===== src/verilog/ref_ladder_pkg.sv =====
// Purpose: Shared constants for the reference ladder control block
// Assumes: 32-bit AXI4-Lite register access, byte addresses
// Notes: Level is expressed in 1/96 units of the source span

// ==========================================================
// Package
package ref_ladder_pkg;

	// ==========================================================
	// Register map
	localparam logic [15:0] CTRL_OFFSET = 16'h9800;
	localparam logic [15:0] CLR_ALIAS_OFS = 16'h0004;
	localparam logic [15:0] SET_ALIAS_OFS = 16'h0008;
	localparam logic [15:0] INV_ALIAS_OFS = 16'h000c;
	localparam logic [31:0] CTRL_RESET = 32'h0000_0000;
	localparam logic [31:0] CTRL_IMPL_MASK = 32'h0000_807f;

	// ==========================================================
	// Field positions
	localparam int EN_BIT = 15;
	localparam int OE_BIT = 6;
	localparam int RANGE_BIT = 5;
	localparam int SRC_BIT = 4;
	localparam int TAP_LSB = 0;
	localparam int TAP_W = 4;

	// ==========================================================
	// Level arithmetic, in 1/96 of the span
	localparam int LVL_W = 7;
	localparam logic [6:0] LVL_HIGH_STEP = 7'h04;
	localparam logic [6:0] LVL_LOW_STEP = 7'h03;
	localparam logic [6:0] LVL_LOW_BASE = 7'h18;

	// ==========================================================
	// Bus responses
	localparam logic [1:0] RESP_OKAY = 2'h0;
	localparam logic [1:0] RESP_DECERR = 2'h3;

	// Access kinds, coded as address bits 3:2
	typedef enum logic [1:0] {
		OP_WRITE = 2'b00,
		OP_CLR = 2'b01,
		OP_SET = 2'b10,
		OP_INV = 2'b11
	} alias_op_e;

endpackage : ref_ladder_pkg


===== src/verilog/ladder_level_calc.sv =====
// Purpose: Tap level and pin connection from the control fields
// Assumes: Fields come from flops on the same clock
// Notes: Outputs lag the control register by one cycle

`timescale 1ns/1ps

// ==========================================================
// Level calculator
module ladder_level_calc
(
	// Clock and reset
	input wire logic aclk,
	input wire logic aresetn,
	// Control fields
	input wire logic enable,
	input wire logic pin_oe,
	input wire logic range_hi,
	input wire logic [3:0] tap,
	// Results
	output logic [6:0] level_96ths,
	output logic pin_connect
);

	logic [6:0] level_r;
	logic [6:0] level_nxt;
	logic pin_r;
	logic pin_nxt;

	// Step of 1/24 is 4/96; offset range is 24/96 plus 3/96 per step
	always_comb
	begin
		level_nxt = 7'h00;
		if (enable)
		begin
			if (range_hi)
				level_nxt = 7'(tap) * ref_ladder_pkg::LVL_HIGH_STEP;
			else
				level_nxt = ref_ladder_pkg::LVL_LOW_BASE
					+ 7'(tap) * ref_ladder_pkg::LVL_LOW_STEP;
		end
		pin_nxt = enable & pin_oe;
	end

	// Disabled ladder draws no current, so the level reads as zero
	always_ff @(posedge aclk)
	begin
		if (!aresetn)
		begin
			level_r <= 7'h00;
			pin_r <= 1'b0;
		end
		else
		begin
			level_r <= level_nxt;
			pin_r <= pin_nxt;
		end
	end

	assign level_96ths = level_r;
	assign pin_connect = pin_r;
endmodule : ladder_level_calc


===== src/verilog/reference_ladder_control.sv =====
// Purpose: AXI4-Lite control register for a 16-tap reference ladder
// Assumes: One write and one read outstanding at most
// Notes: Reads of any alias return the control register
//
// Function
// - Bit 15 enables the module; clear disables it with no current drawn.
// - Changing the enable bit leaves all other control fields unchanged.
// - Bit 6 connects the level to the output pin when set together with bit 15.
// - Bit 5 picks range: 0..0.625 in 1/24 steps, or 0.25..0.71875 in 1/32.
// - Bit 4 picks supply: external reference pair or analog rails.
// - High range: level equals tap code over 24 times the span.
// - Offset range: level equals quarter span plus tap over 32 times span.
// - Bits 31-16 and 14-7 read zero and ignore writes.
// - Clear, set and invert aliases sit at base plus 0x4, 0x8, 0xC.

`timescale 1ns/1ps

// ==========================================================
// Top
module reference_ladder_control
#(
	parameter int ADDR_W = 16
)
(
	// Clock and reset
	input wire logic aclk,
	input wire logic aresetn,
	// Write address
	input wire logic [ADDR_W-1:0] s_axi_awaddr,
	input wire logic [2:0] s_axi_awprot,
	input wire logic s_axi_awvalid,
	output logic s_axi_awready,
	// Write data
	input wire logic [31:0] s_axi_wdata,
	input wire logic [3:0] s_axi_wstrb,
	input wire logic s_axi_wvalid,
	output logic s_axi_wready,
	// Write response
	output logic [1:0] s_axi_bresp,
	output logic s_axi_bvalid,
	input wire logic s_axi_bready,
	// Read address
	input wire logic [ADDR_W-1:0] s_axi_araddr,
	input wire logic [2:0] s_axi_arprot,
	input wire logic s_axi_arvalid,
	output logic s_axi_arready,
	// Read data
	output logic [31:0] s_axi_rdata,
	output logic [1:0] s_axi_rresp,
	output logic s_axi_rvalid,
	input wire logic s_axi_rready,
	// Ladder controls
	output logic ref_enable,
	output logic ref_pin_output_enable,
	output logic ref_range_select,
	output logic ref_source_select,
	output logic [3:0] ref_tap_code,
	output logic ref_output_pin_connect,
	output logic [6:0] ref_level_96ths
);

	// ==========================================================
	// Elaboration check
	if (ADDR_W < 16)
	begin : g_bad_addr_w
		$error("ADDR_W must be at least 16");
	end

	// ==========================================================
	// Functions
	// Decode an address into {hit, access kind}
	function automatic logic [2:0] decode_addr(input logic [ADDR_W-1:0] a);
		logic [ADDR_W-1:0] base;
		base = ADDR_W'(ref_ladder_pkg::CTRL_OFFSET);
		decode_addr = {(a[ADDR_W-1:4] == base[ADDR_W-1:4]), a[3:2]};
	endfunction : decode_addr

	// Expand byte strobes into a bit mask
	function automatic logic [31:0] strb_mask(input logic [3:0] s);
		strb_mask = {{8{s[3]}}, {8{s[2]}}, {8{s[1]}}, {8{s[0]}}};
	endfunction : strb_mask

	// Plain write replaces strobed lanes, zeros too; aliases touch only ones in m
	function automatic logic [31:0] apply_op(input logic [1:0] op,
		input logic [31:0] cur, input logic [31:0] m, input logic [3:0] s);
		logic [31:0] r;
		r = cur;
		case (op)
			ref_ladder_pkg::OP_WRITE: r = (cur & ~strb_mask(s)) | m;
			ref_ladder_pkg::OP_CLR: r = cur & ~m;
			ref_ladder_pkg::OP_SET: r = cur | m;
			ref_ladder_pkg::OP_INV: r = cur ^ m;
			default: r = cur;
		endcase
		apply_op = r & ref_ladder_pkg::CTRL_IMPL_MASK;
	endfunction : apply_op

	// ==========================================================
	// Control register
	logic [31:0] ctrl_r;
	logic [31:0] ctrl_nxt;

	// ==========================================================
	// Write channel
	typedef enum logic [0:0] {
		WR_IDLE = 1'b0,
		WR_RESP = 1'b1
	} wr_state_e;

	wr_state_e wr_state_r;
	wr_state_e wr_state_nxt;
	logic aw_have_r;
	logic aw_have_nxt;
	logic w_have_r;
	logic w_have_nxt;
	logic [ADDR_W-1:0] awaddr_r;
	logic [ADDR_W-1:0] awaddr_nxt;
	logic [31:0] wdata_r;
	logic [31:0] wdata_nxt;
	logic [3:0] wstrb_r;
	logic [3:0] wstrb_nxt;
	logic [1:0] bresp_r;
	logic [1:0] bresp_nxt;
	logic aw_hit;
	logic w_hit;
	logic do_write;
	logic [2:0] wr_dec;
	logic [31:0] wr_mask;
	logic [ADDR_W-1:0] cur_addr;

	// Address and data are taken in either order; write fires once both are in
	always_comb
	begin
		s_axi_awready = (wr_state_r == WR_IDLE) && !aw_have_r;
		s_axi_wready = (wr_state_r == WR_IDLE) && !w_have_r;
		aw_hit = s_axi_awvalid && s_axi_awready;
		w_hit = s_axi_wvalid && s_axi_wready;
		cur_addr = aw_hit ? s_axi_awaddr : awaddr_r;
		wdata_nxt = w_hit ? s_axi_wdata : wdata_r;
		wstrb_nxt = w_hit ? s_axi_wstrb : wstrb_r;
		awaddr_nxt = cur_addr;
		wr_dec = decode_addr(cur_addr);
		wr_mask = wdata_nxt & strb_mask(wstrb_nxt);
		do_write = (wr_state_r == WR_IDLE) && (aw_have_r || aw_hit)
			&& (w_have_r || w_hit);
		aw_have_nxt = aw_have_r || aw_hit;
		w_have_nxt = w_have_r || w_hit;
		wr_state_nxt = wr_state_r;
		bresp_nxt = bresp_r;
		ctrl_nxt = ctrl_r;
		case (wr_state_r)
			WR_IDLE:
			begin
				if (do_write)
				begin
					aw_have_nxt = 1'b0;
					w_have_nxt = 1'b0;
					wr_state_nxt = WR_RESP;
					if (wr_dec[2])
					begin
						// Whole word is recomputed; untouched fields hold
						ctrl_nxt = apply_op(wr_dec[1:0], ctrl_r, wr_mask, wstrb_nxt);
						bresp_nxt = ref_ladder_pkg::RESP_OKAY;
					end
					else
						bresp_nxt = ref_ladder_pkg::RESP_DECERR;
				end
			end
			WR_RESP:
			begin
				if (s_axi_bready)
					wr_state_nxt = WR_IDLE;
			end
			default:
				wr_state_nxt = WR_IDLE;
		endcase
	end

	// Write state registers
	always_ff @(posedge aclk)
	begin
		if (!aresetn)
		begin
			wr_state_r <= WR_IDLE;
			aw_have_r <= 1'b0;
			w_have_r <= 1'b0;
			awaddr_r <= '0;
			wdata_r <= 32'h0000_0000;
			wstrb_r <= 4'h0;
			bresp_r <= ref_ladder_pkg::RESP_OKAY;
			ctrl_r <= ref_ladder_pkg::CTRL_RESET;
		end
		else
		begin
			wr_state_r <= wr_state_nxt;
			aw_have_r <= aw_have_nxt;
			w_have_r <= w_have_nxt;
			awaddr_r <= awaddr_nxt;
			wdata_r <= wdata_nxt;
			wstrb_r <= wstrb_nxt;
			bresp_r <= bresp_nxt;
			ctrl_r <= ctrl_nxt;
		end
	end

	assign s_axi_bvalid = (wr_state_r == WR_RESP);
	assign s_axi_bresp = bresp_r;

	// ==========================================================
	// Read channel
	typedef enum logic [0:0] {
		RD_IDLE = 1'b0,
		RD_RESP = 1'b1
	} rd_state_e;

	rd_state_e rd_state_r;
	rd_state_e rd_state_nxt;
	logic [31:0] rdata_r;
	logic [31:0] rdata_nxt;
	logic [1:0] rresp_r;
	logic [1:0] rresp_nxt;
	logic [2:0] rd_dec;

	// Unused bits are never stored, so masking here is a second guard
	always_comb
	begin
		s_axi_arready = (rd_state_r == RD_IDLE);
		rd_dec = decode_addr(s_axi_araddr);
		rd_state_nxt = rd_state_r;
		rdata_nxt = rdata_r;
		rresp_nxt = rresp_r;
		case (rd_state_r)
			RD_IDLE:
			begin
				if (s_axi_arvalid)
				begin
					rd_state_nxt = RD_RESP;
					if (rd_dec[2])
					begin
						rdata_nxt = ctrl_r & ref_ladder_pkg::CTRL_IMPL_MASK;
						rresp_nxt = ref_ladder_pkg::RESP_OKAY;
					end
					else
					begin
						rdata_nxt = 32'h0000_0000;
						rresp_nxt = ref_ladder_pkg::RESP_DECERR;
					end
				end
			end
			RD_RESP:
			begin
				if (s_axi_rready)
					rd_state_nxt = RD_IDLE;
			end
			default:
				rd_state_nxt = RD_IDLE;
		endcase
	end

	// Read state registers
	always_ff @(posedge aclk)
	begin
		if (!aresetn)
		begin
			rd_state_r <= RD_IDLE;
			rdata_r <= 32'h0000_0000;
			rresp_r <= ref_ladder_pkg::RESP_OKAY;
		end
		else
		begin
			rd_state_r <= rd_state_nxt;
			rdata_r <= rdata_nxt;
			rresp_r <= rresp_nxt;
		end
	end

	assign s_axi_rvalid = (rd_state_r == RD_RESP);
	assign s_axi_rdata = rdata_r;
	assign s_axi_rresp = rresp_r;

	// ==========================================================
	// Ladder outputs
	assign ref_enable = ctrl_r[ref_ladder_pkg::EN_BIT];
	assign ref_pin_output_enable = ctrl_r[ref_ladder_pkg::OE_BIT];
	assign ref_range_select = ctrl_r[ref_ladder_pkg::RANGE_BIT];
	assign ref_source_select = ctrl_r[ref_ladder_pkg::SRC_BIT];
	assign ref_tap_code = ctrl_r[ref_ladder_pkg::TAP_LSB +: ref_ladder_pkg::TAP_W];

	ladder_level_calc u_calc
	(
		.aclk(aclk),
		.aresetn(aresetn),
		.enable(ref_enable),
		.pin_oe(ref_pin_output_enable),
		.range_hi(ref_range_select),
		.tap(ref_tap_code),
		.level_96ths(ref_level_96ths),
		.pin_connect(ref_output_pin_connect)
	);

	logic wr_base;
	assign wr_base = do_write && wr_dec[2] && (wr_dec[1:0] == ref_ladder_pkg::OP_WRITE);
endmodule : reference_ladder_control

===== config.mk =====
export PLATFORM = sky130hd
export DESIGN_NAME = reference_ladder_control
export DESIGN_NICKNAME = d
export VERILOG_FILES = /design/src/verilog/ref_ladder_pkg.sv /design/src/verilog/ladder_level_calc.sv /design/src/verilog/reference_ladder_control.sv
export SDC_FILE = /design/constraint.sdc
export NUM_CORES = 1
export LEC_CHECK = 0
export BUFFER_PORTS_ARGS = -buffer_cell sky130_fd_sc_hd__buf_2
export CORE_UTILIZATION = 25
export DETAILED_ROUTE_END_ITERATION = 12
export GPL_ROUTABILITY_DRIVEN = 0
export PLACE_DENSITY_LB_ADDON = 0.2
export SLEW_MARGIN = 30
export SYNTH_ARGS = -nofsm -noshare
export SYNTH_HDL_FRONTEND = slang
export SYNTH_SLANG_ARGS = --single-unit

===== constraint.sdc =====
create_clock -name aclk -period 4.2 [get_ports aclk]
set_input_delay 0.21 -clock aclk [delete_from_list [all_inputs] [get_ports aclk]]
set_output_delay 0.21 -clock aclk [all_outputs]
set_load 0.1 [all_outputs]

==> metrics.txt, run 1 <==
status=finished clean; Core Area=0.0115 mm²; post-synth top area cell=dfxtp_1; Max VDD drop=149 µV; slew at the pin with the worst max-slew slack=0.863 ns; Mean Syn Cell Area=8.98 µm²; drt first pass iters=4; Setup CP Type=reg2reg; launch point of the worst path=s_axi_bvalid; post-synth top area share=36.7%; Setup Skew=0.00822 ns; layout cells sized above 1=27.8%; DRT iter0 DRCs=74; Post-synth ARST share=0%; Nets=503; Comb pwr share=24.1%; Reg-to-Reg Start=s_axi_bvalid; GRT Total Usage=11.5%; post-DP HPWL=5210 µm; switching pwr=0.000456 W; Die Footprint=0.0122 mm²; wire per inst=12.6 µm; dpl ws=1.45 ns; I/O Buffers=75; diodes inserted=0; DRC=0; CTS tree=yes; post-synth cell types=46; Startpoint Class=register; worst min-delay path startpoint=s_axi_rready; hold crit path type=in2reg; Final Cycle Share=65.3%; WP depth=7; crit-path leading delay family=simple AND/OR/NAND/NOR gates; H-tree levels=2; CP arrival=2.89 ns; internal power=0.000892 W; final setup margin=1.46 ns; most numerous cell on the critical path=or2_2; Vias=2402; R2R cell count=7; final instance area=0.00352 mm²; fin crit period=2.74 ns; CP max stage cell=mux2i_1; Crit Path Max Fanout=9; clk slew on worst S/H paths=0.07 ns; DP Cell Count=535; Longest Clk Path Bufs=2; Crit path largest cell delay=0.61 ns; Post-Syn Area=0.00295 mm²; first-pass GRT wire length=11200 µm; Seq/Total Area, Yosys=36.7%; CTS Buf Count=5; Crit. End Element=register; post-cts resize count=0; area delta synth->final=19.6%; vias per cell=4.42; dpl cell area=0.00335 mm²; top cells by area, synth=dfxtp_1 37%, ha_1 8.9%, buf_4 6.9%; routed wire length=6820 µm; largest net degree at the start of global routing=27; Final Hold Fails=0; FF-to-FF setup slack=1.46 ns; hold_buf cts=0; RSZ-0062 raised after global routing=false; #FFs+latches synth=54; final design utilization=30.7%; cell area power density=383 mW/mm²; Buf/Inv on CP=0; CTS root buf=clkbuf_16; Max-cap violations=0; critical-path cell list=nor3b_2, mux2i_1, or2_2, ha_1, or2_2, a31oi_1, a221oi_2; Overflow after GRT=0; EDFF count, synth=0; post-route ant nets=0; YS warnings=0; clock insertion delay at the later pin of the skew report=0.30 ns; Seq pwr share=40.5%; f_max=0.365 GHz; Synth Flop Type=dfxtp_1; Chip Height=111 µm; initial antenna violation count=0; die width=111 µm; Slew Limit Headroom=42.4%; endpoints failing setup=0; setup bufs post-CTS=0; final std cells w/o fill=543; Clk pwr share=35.5%; Rows=39; Slew Viols, Final=0; switching share of power=33.8%; TNS Setup=0 ns; Top-Level Pins=138; number of global-route vias before repair=2261; Sink Count=54; Initial Utilization=25.7%; Critical Path RT=4.35 ns; cells after synthesis=328; Leak=1.57 nW
==> cells in the mapped netlist, types with 5 or more instances <==
cell type,count
dfxtp_1,54
nor2_1,41
nand2_1,34
buf_4,27
a21oi_1,21
ha_1,21
inv_1,18
mux2i_1,18
or2_2,11
a22oi_1,8
clkbuf_1,7
a221oi_2,6
a2bb2oi_1,6
a31oi_1,6
or4_1,5
==> worst min-delay path by stage <==
| stage | to | slack [ns] | cells after the start |
|---|---|---|---|
| finish | s_axi_rvalid | 0.10 | 2 |
| CTS | s_axi_rvalid | 0.09 | 2 |
| global route | s_axi_rvalid | 0.09 | 2 |
| global placement | s_axi_rvalid | 0.40 | 2 |
| detailed placement | s_axi_rvalid | 0.41 | 2 |
| floorplan | s_axi_rvalid | 0.31 | 1 |
==> cell families (layout without fill, tap and decap cells) <==
| logic type | after synthesis | in the layout | share of synthesized area [%] |
|---|---|---|---|
| AND/OR/NAND/NOR | 110 | 110 | 18.2 |
| XOR/XNOR | 2 | 2 | 0.595 |
| other | 1 | 24 | 0.127 |
| adder cells (fa/ha/maj) | 23 | 23 | 10.3 |
| AO/OA/AOI/OAI | 60 | 60 | 15.3 |
| multiplexers | 21 | 21 | 7.26 |
| buffers and inverters | 57 | 106 | 11.5 |
| flip-flops | 54 | 54 | 36.7 |
==> area by class of cell <==
| type | count | area, µm² |
|---|---|---|
| clock buffers | 5 | 125 |
| clock inverters | 3 | 45.0 |
| fillers | 1238 | 7940 |
| inverters | 19 | 71.3 |
| multi-input cells | 240 | 1620 |
| flip-flops and latches | 54 | 1080 |
| well taps | 143 | 179 |
| repair buffers | 79 | 405 |
==> metal layers <==
metal	track usage (%)	part of all wire (%)	vias up	routed length [µm]
met5	0	0	-	0
met4	5.24	2.3	0	154
met3	3.02	5.6	8	383
met2	17.8	44	81	2980
met1	15.0	48	1087	3310
li1	-	-	1226	-
==> power by group through the flow <==
stage	Sequential, W	Combinational, W	Clock, W
after floorplan	0.000578	0.000266	0
after global placement	0.000557	0.000324	0
after detailed placement	0.000558	0.000327	0
after CTS	0.000545	0.000327	0.000498
after global routing	0.000548	0.000347	0.000518
final	0.000545	0.000324	0.000478
==> per-stage QoR <==
step	hold WS, ns	total power, W
6_report	0.105	0.00135
5_1_grt	0.0934	0.00141
4_1_cts	0.0942	0.00137
3_5_place_dp	0.409	0.000885
3_3_place_gp	0.404	0.000881
2_1_floorplan	0.310	0.000844
==> cell usage in the layout, fill, tap and decap left out, types with 2 or more instances in the layout <==
| master | count |
|---|---|
| mux2i_1 | 18 |
| buf_2 | 75 |
| a31oi_1 | 6 |
| buf_4 | 4 |
| ha_1 | 21 |
| nand2_1 | 34 |
| a221oi_2 | 6 |
| clkbuf_16 | 5 |
| nor2_1 | 41 |
| fa_1 | 2 |
| or2_2 | 11 |
| a22oi_1 | 8 |
| a2bb2oi_1 | 6 |
| nor3b_1 | 2 |
| nand2b_1 | 3 |
| dfxtp_1 | 54 |
| mux2_2 | 3 |
| a211oi_1 | 2 |
| nand4b_1 | 2 |
| o21ai_0 | 3 |
| or4_1 | 5 |
| conb_1 | 24 |
| clkinvlp_4 | 2 |
| a21oi_1 | 21 |
| nor3_1 | 2 |
| inv_1 | 18 |
Power figures use the tool's default switching activity.
==> run 2, diff against run 1 <==
==> constraint.sdc (replaced) <==
create_clock -name aclk -period 2.8 [get_ports aclk]
set_input_delay 0.14 -clock aclk [delete_from_list [all_inputs] [get_ports aclk]]
set_output_delay 0.14 -clock aclk [all_outputs]
set_load 0.1 [all_outputs]
==> metrics.txt, run 2 (synthesized netlist as in run 1, its figures left out) <==
status=finished clean; Longest Clk Path Bufs=2; Setup Skew=0.0136 ns; Slew Limit Headroom=43.6%; TNS Setup=0 ns; first-pass GRT wire length=11700 µm; commonest non-fill, non-tap cells in the layout=75 x buf_2, 53 x dfxtp_1, 41 x nor2_1; clk slew on worst S/H paths=0.08 ns; DP Cell Count=545; final design utilization=31.2%; Final Cycle Share=85.1%; post-route ant nets=0; H-tree levels=2; drt first pass iters=4; commonest non-fill, non-tap cell in the layout=buf_2; Top-Level Pins=138; die width=111 µm; post-DP HPWL=5440 µm; Crit. End Element=register; GRT Total Usage=12.0%; wire per inst=12.9 µm; hold crit path type=in2reg; Buf/Inv on CP=0; f_max=0.420 GHz; CP arrival=2.59 ns; fin crit period=2.38 ns; fillers=1245; CTS Buf Count=5; setup bufs post-CTS=0; DRT iter0 DRCs=89; routed wire length=7130 µm; Sink Count=54; dpl cell area=0.00343 mm²; post-cts resize count=0; cell area power density=553 mW/mm²; Vias=2456; clock insertion delay at the later pin of the skew report=0.30 ns; Slew Viols, Final=0; CTS root buf=clkbuf_16; Setup CP Type=reg2reg; Crit Path Max Fanout=14; Crit path largest cell delay=0.71 ns; CP max stage cell=o221ai_2; hold_buf cts=0; I/O Buffers=75; final std cells w/o fill=553; DRC=0; crit-path leading delay family=compound AO/OA/AOI/OAI gates; CTS tree=yes; Max-cap violations=0; Initial Utilization=25.7%; Critical Path RT=3.01 ns; Chip Height=111 µm; Nets=513; number of global-route vias before repair=2322; initial antenna violation count=0; register area=0.00108 mm²; largest net degree at the start of global routing=19; final instance area=0.00358 mm²; Fin Hold WS=0.0310 ns; diodes inserted=0; Startpoint Class=register; Final Hold Fails=0; Die Footprint=0.0122 mm²; Leak=1.61 nW; Core Area=0.0115 mm²; RSZ-0062 raised after global routing=false; slew at the pin with the worst max-slew slack=0.847 ns; layout cells sized above 1=29.5%; vias per cell=4.44; critical-path cell list=or3b_1, mux2i_1, o221ai_2, a31oi_1, a221oi_2; Max VDD drop=264 µV; area delta synth->final=21.6%; multi-input logic area=0.00162 mm²; Rows=39; endpoints failing setup=0; Overflow after GRT=0
## run 2: area by class of cell
class	count	share of cell area [%]
clock buffer	5	3.49
clock inverter	3	0.699
inverter	19	1.99
multi-input combinational	240	45.2
sequential	54	30.2
tap	143	5.00
timing repair buffer	89	13.4
## run 2: final timing paths
kind         cells after the start      endpoint  slack (ns)         start
max                              5      register        0.42  s_axi_bvalid
min                              2  s_axi_rvalid        0.03  s_axi_rready
max reg2reg                      5      register        0.42  s_axi_bvalid
min reg2reg                      2  awaddr_r[14]        0.45  awaddr_r[14]
## run 2: routing by layer
| metal | routed length (µm) | part of all wire, % | vias to the layer above | GRT usage, % |
|---|---|---|---|---|
| met4 | 95 | 1.3 | 0 | 4.09 |
| met5 | 0 | 0 | - | 0 |
| met2 | 3150 | 44 | 77 | 18.4 |
| met3 | 377 | 5.3 | 7 | 3.18 |
| li1 | - | - | 1246 | - |
| met1 | 3510 | 49 | 1126 | 16.1 |
## run 2: per-stage QoR
step,setup slack [ns],power [W]
5_1_grt,0.279,0.00208
2_1_floorplan,0.0550,0.00127
3_3_place_gp,0.444,0.00134
3_5_place_dp,0.409,0.00135
4_1_cts,0.393,0.00201
6_report,0.417,0.00198
## run 2: report_power, final
part	switching [W]	internal, W	total, W	leakage (nW)
registers	0.0000190	0.000800	0.000819	0.440
logic	0.000378	0.000133	0.000511	1.10
clock network	0.000312	0.000337	0.000649	0.0704
## run 2: worst reg2reg max path: stages, from the launching register on
cell	delay, ns
dfxtp_2	0.38
or3b_1	0.57
mux2i_1	0.23
o221ai_2	0.71
a31oi_1	0.12
a221oi_2	0.29
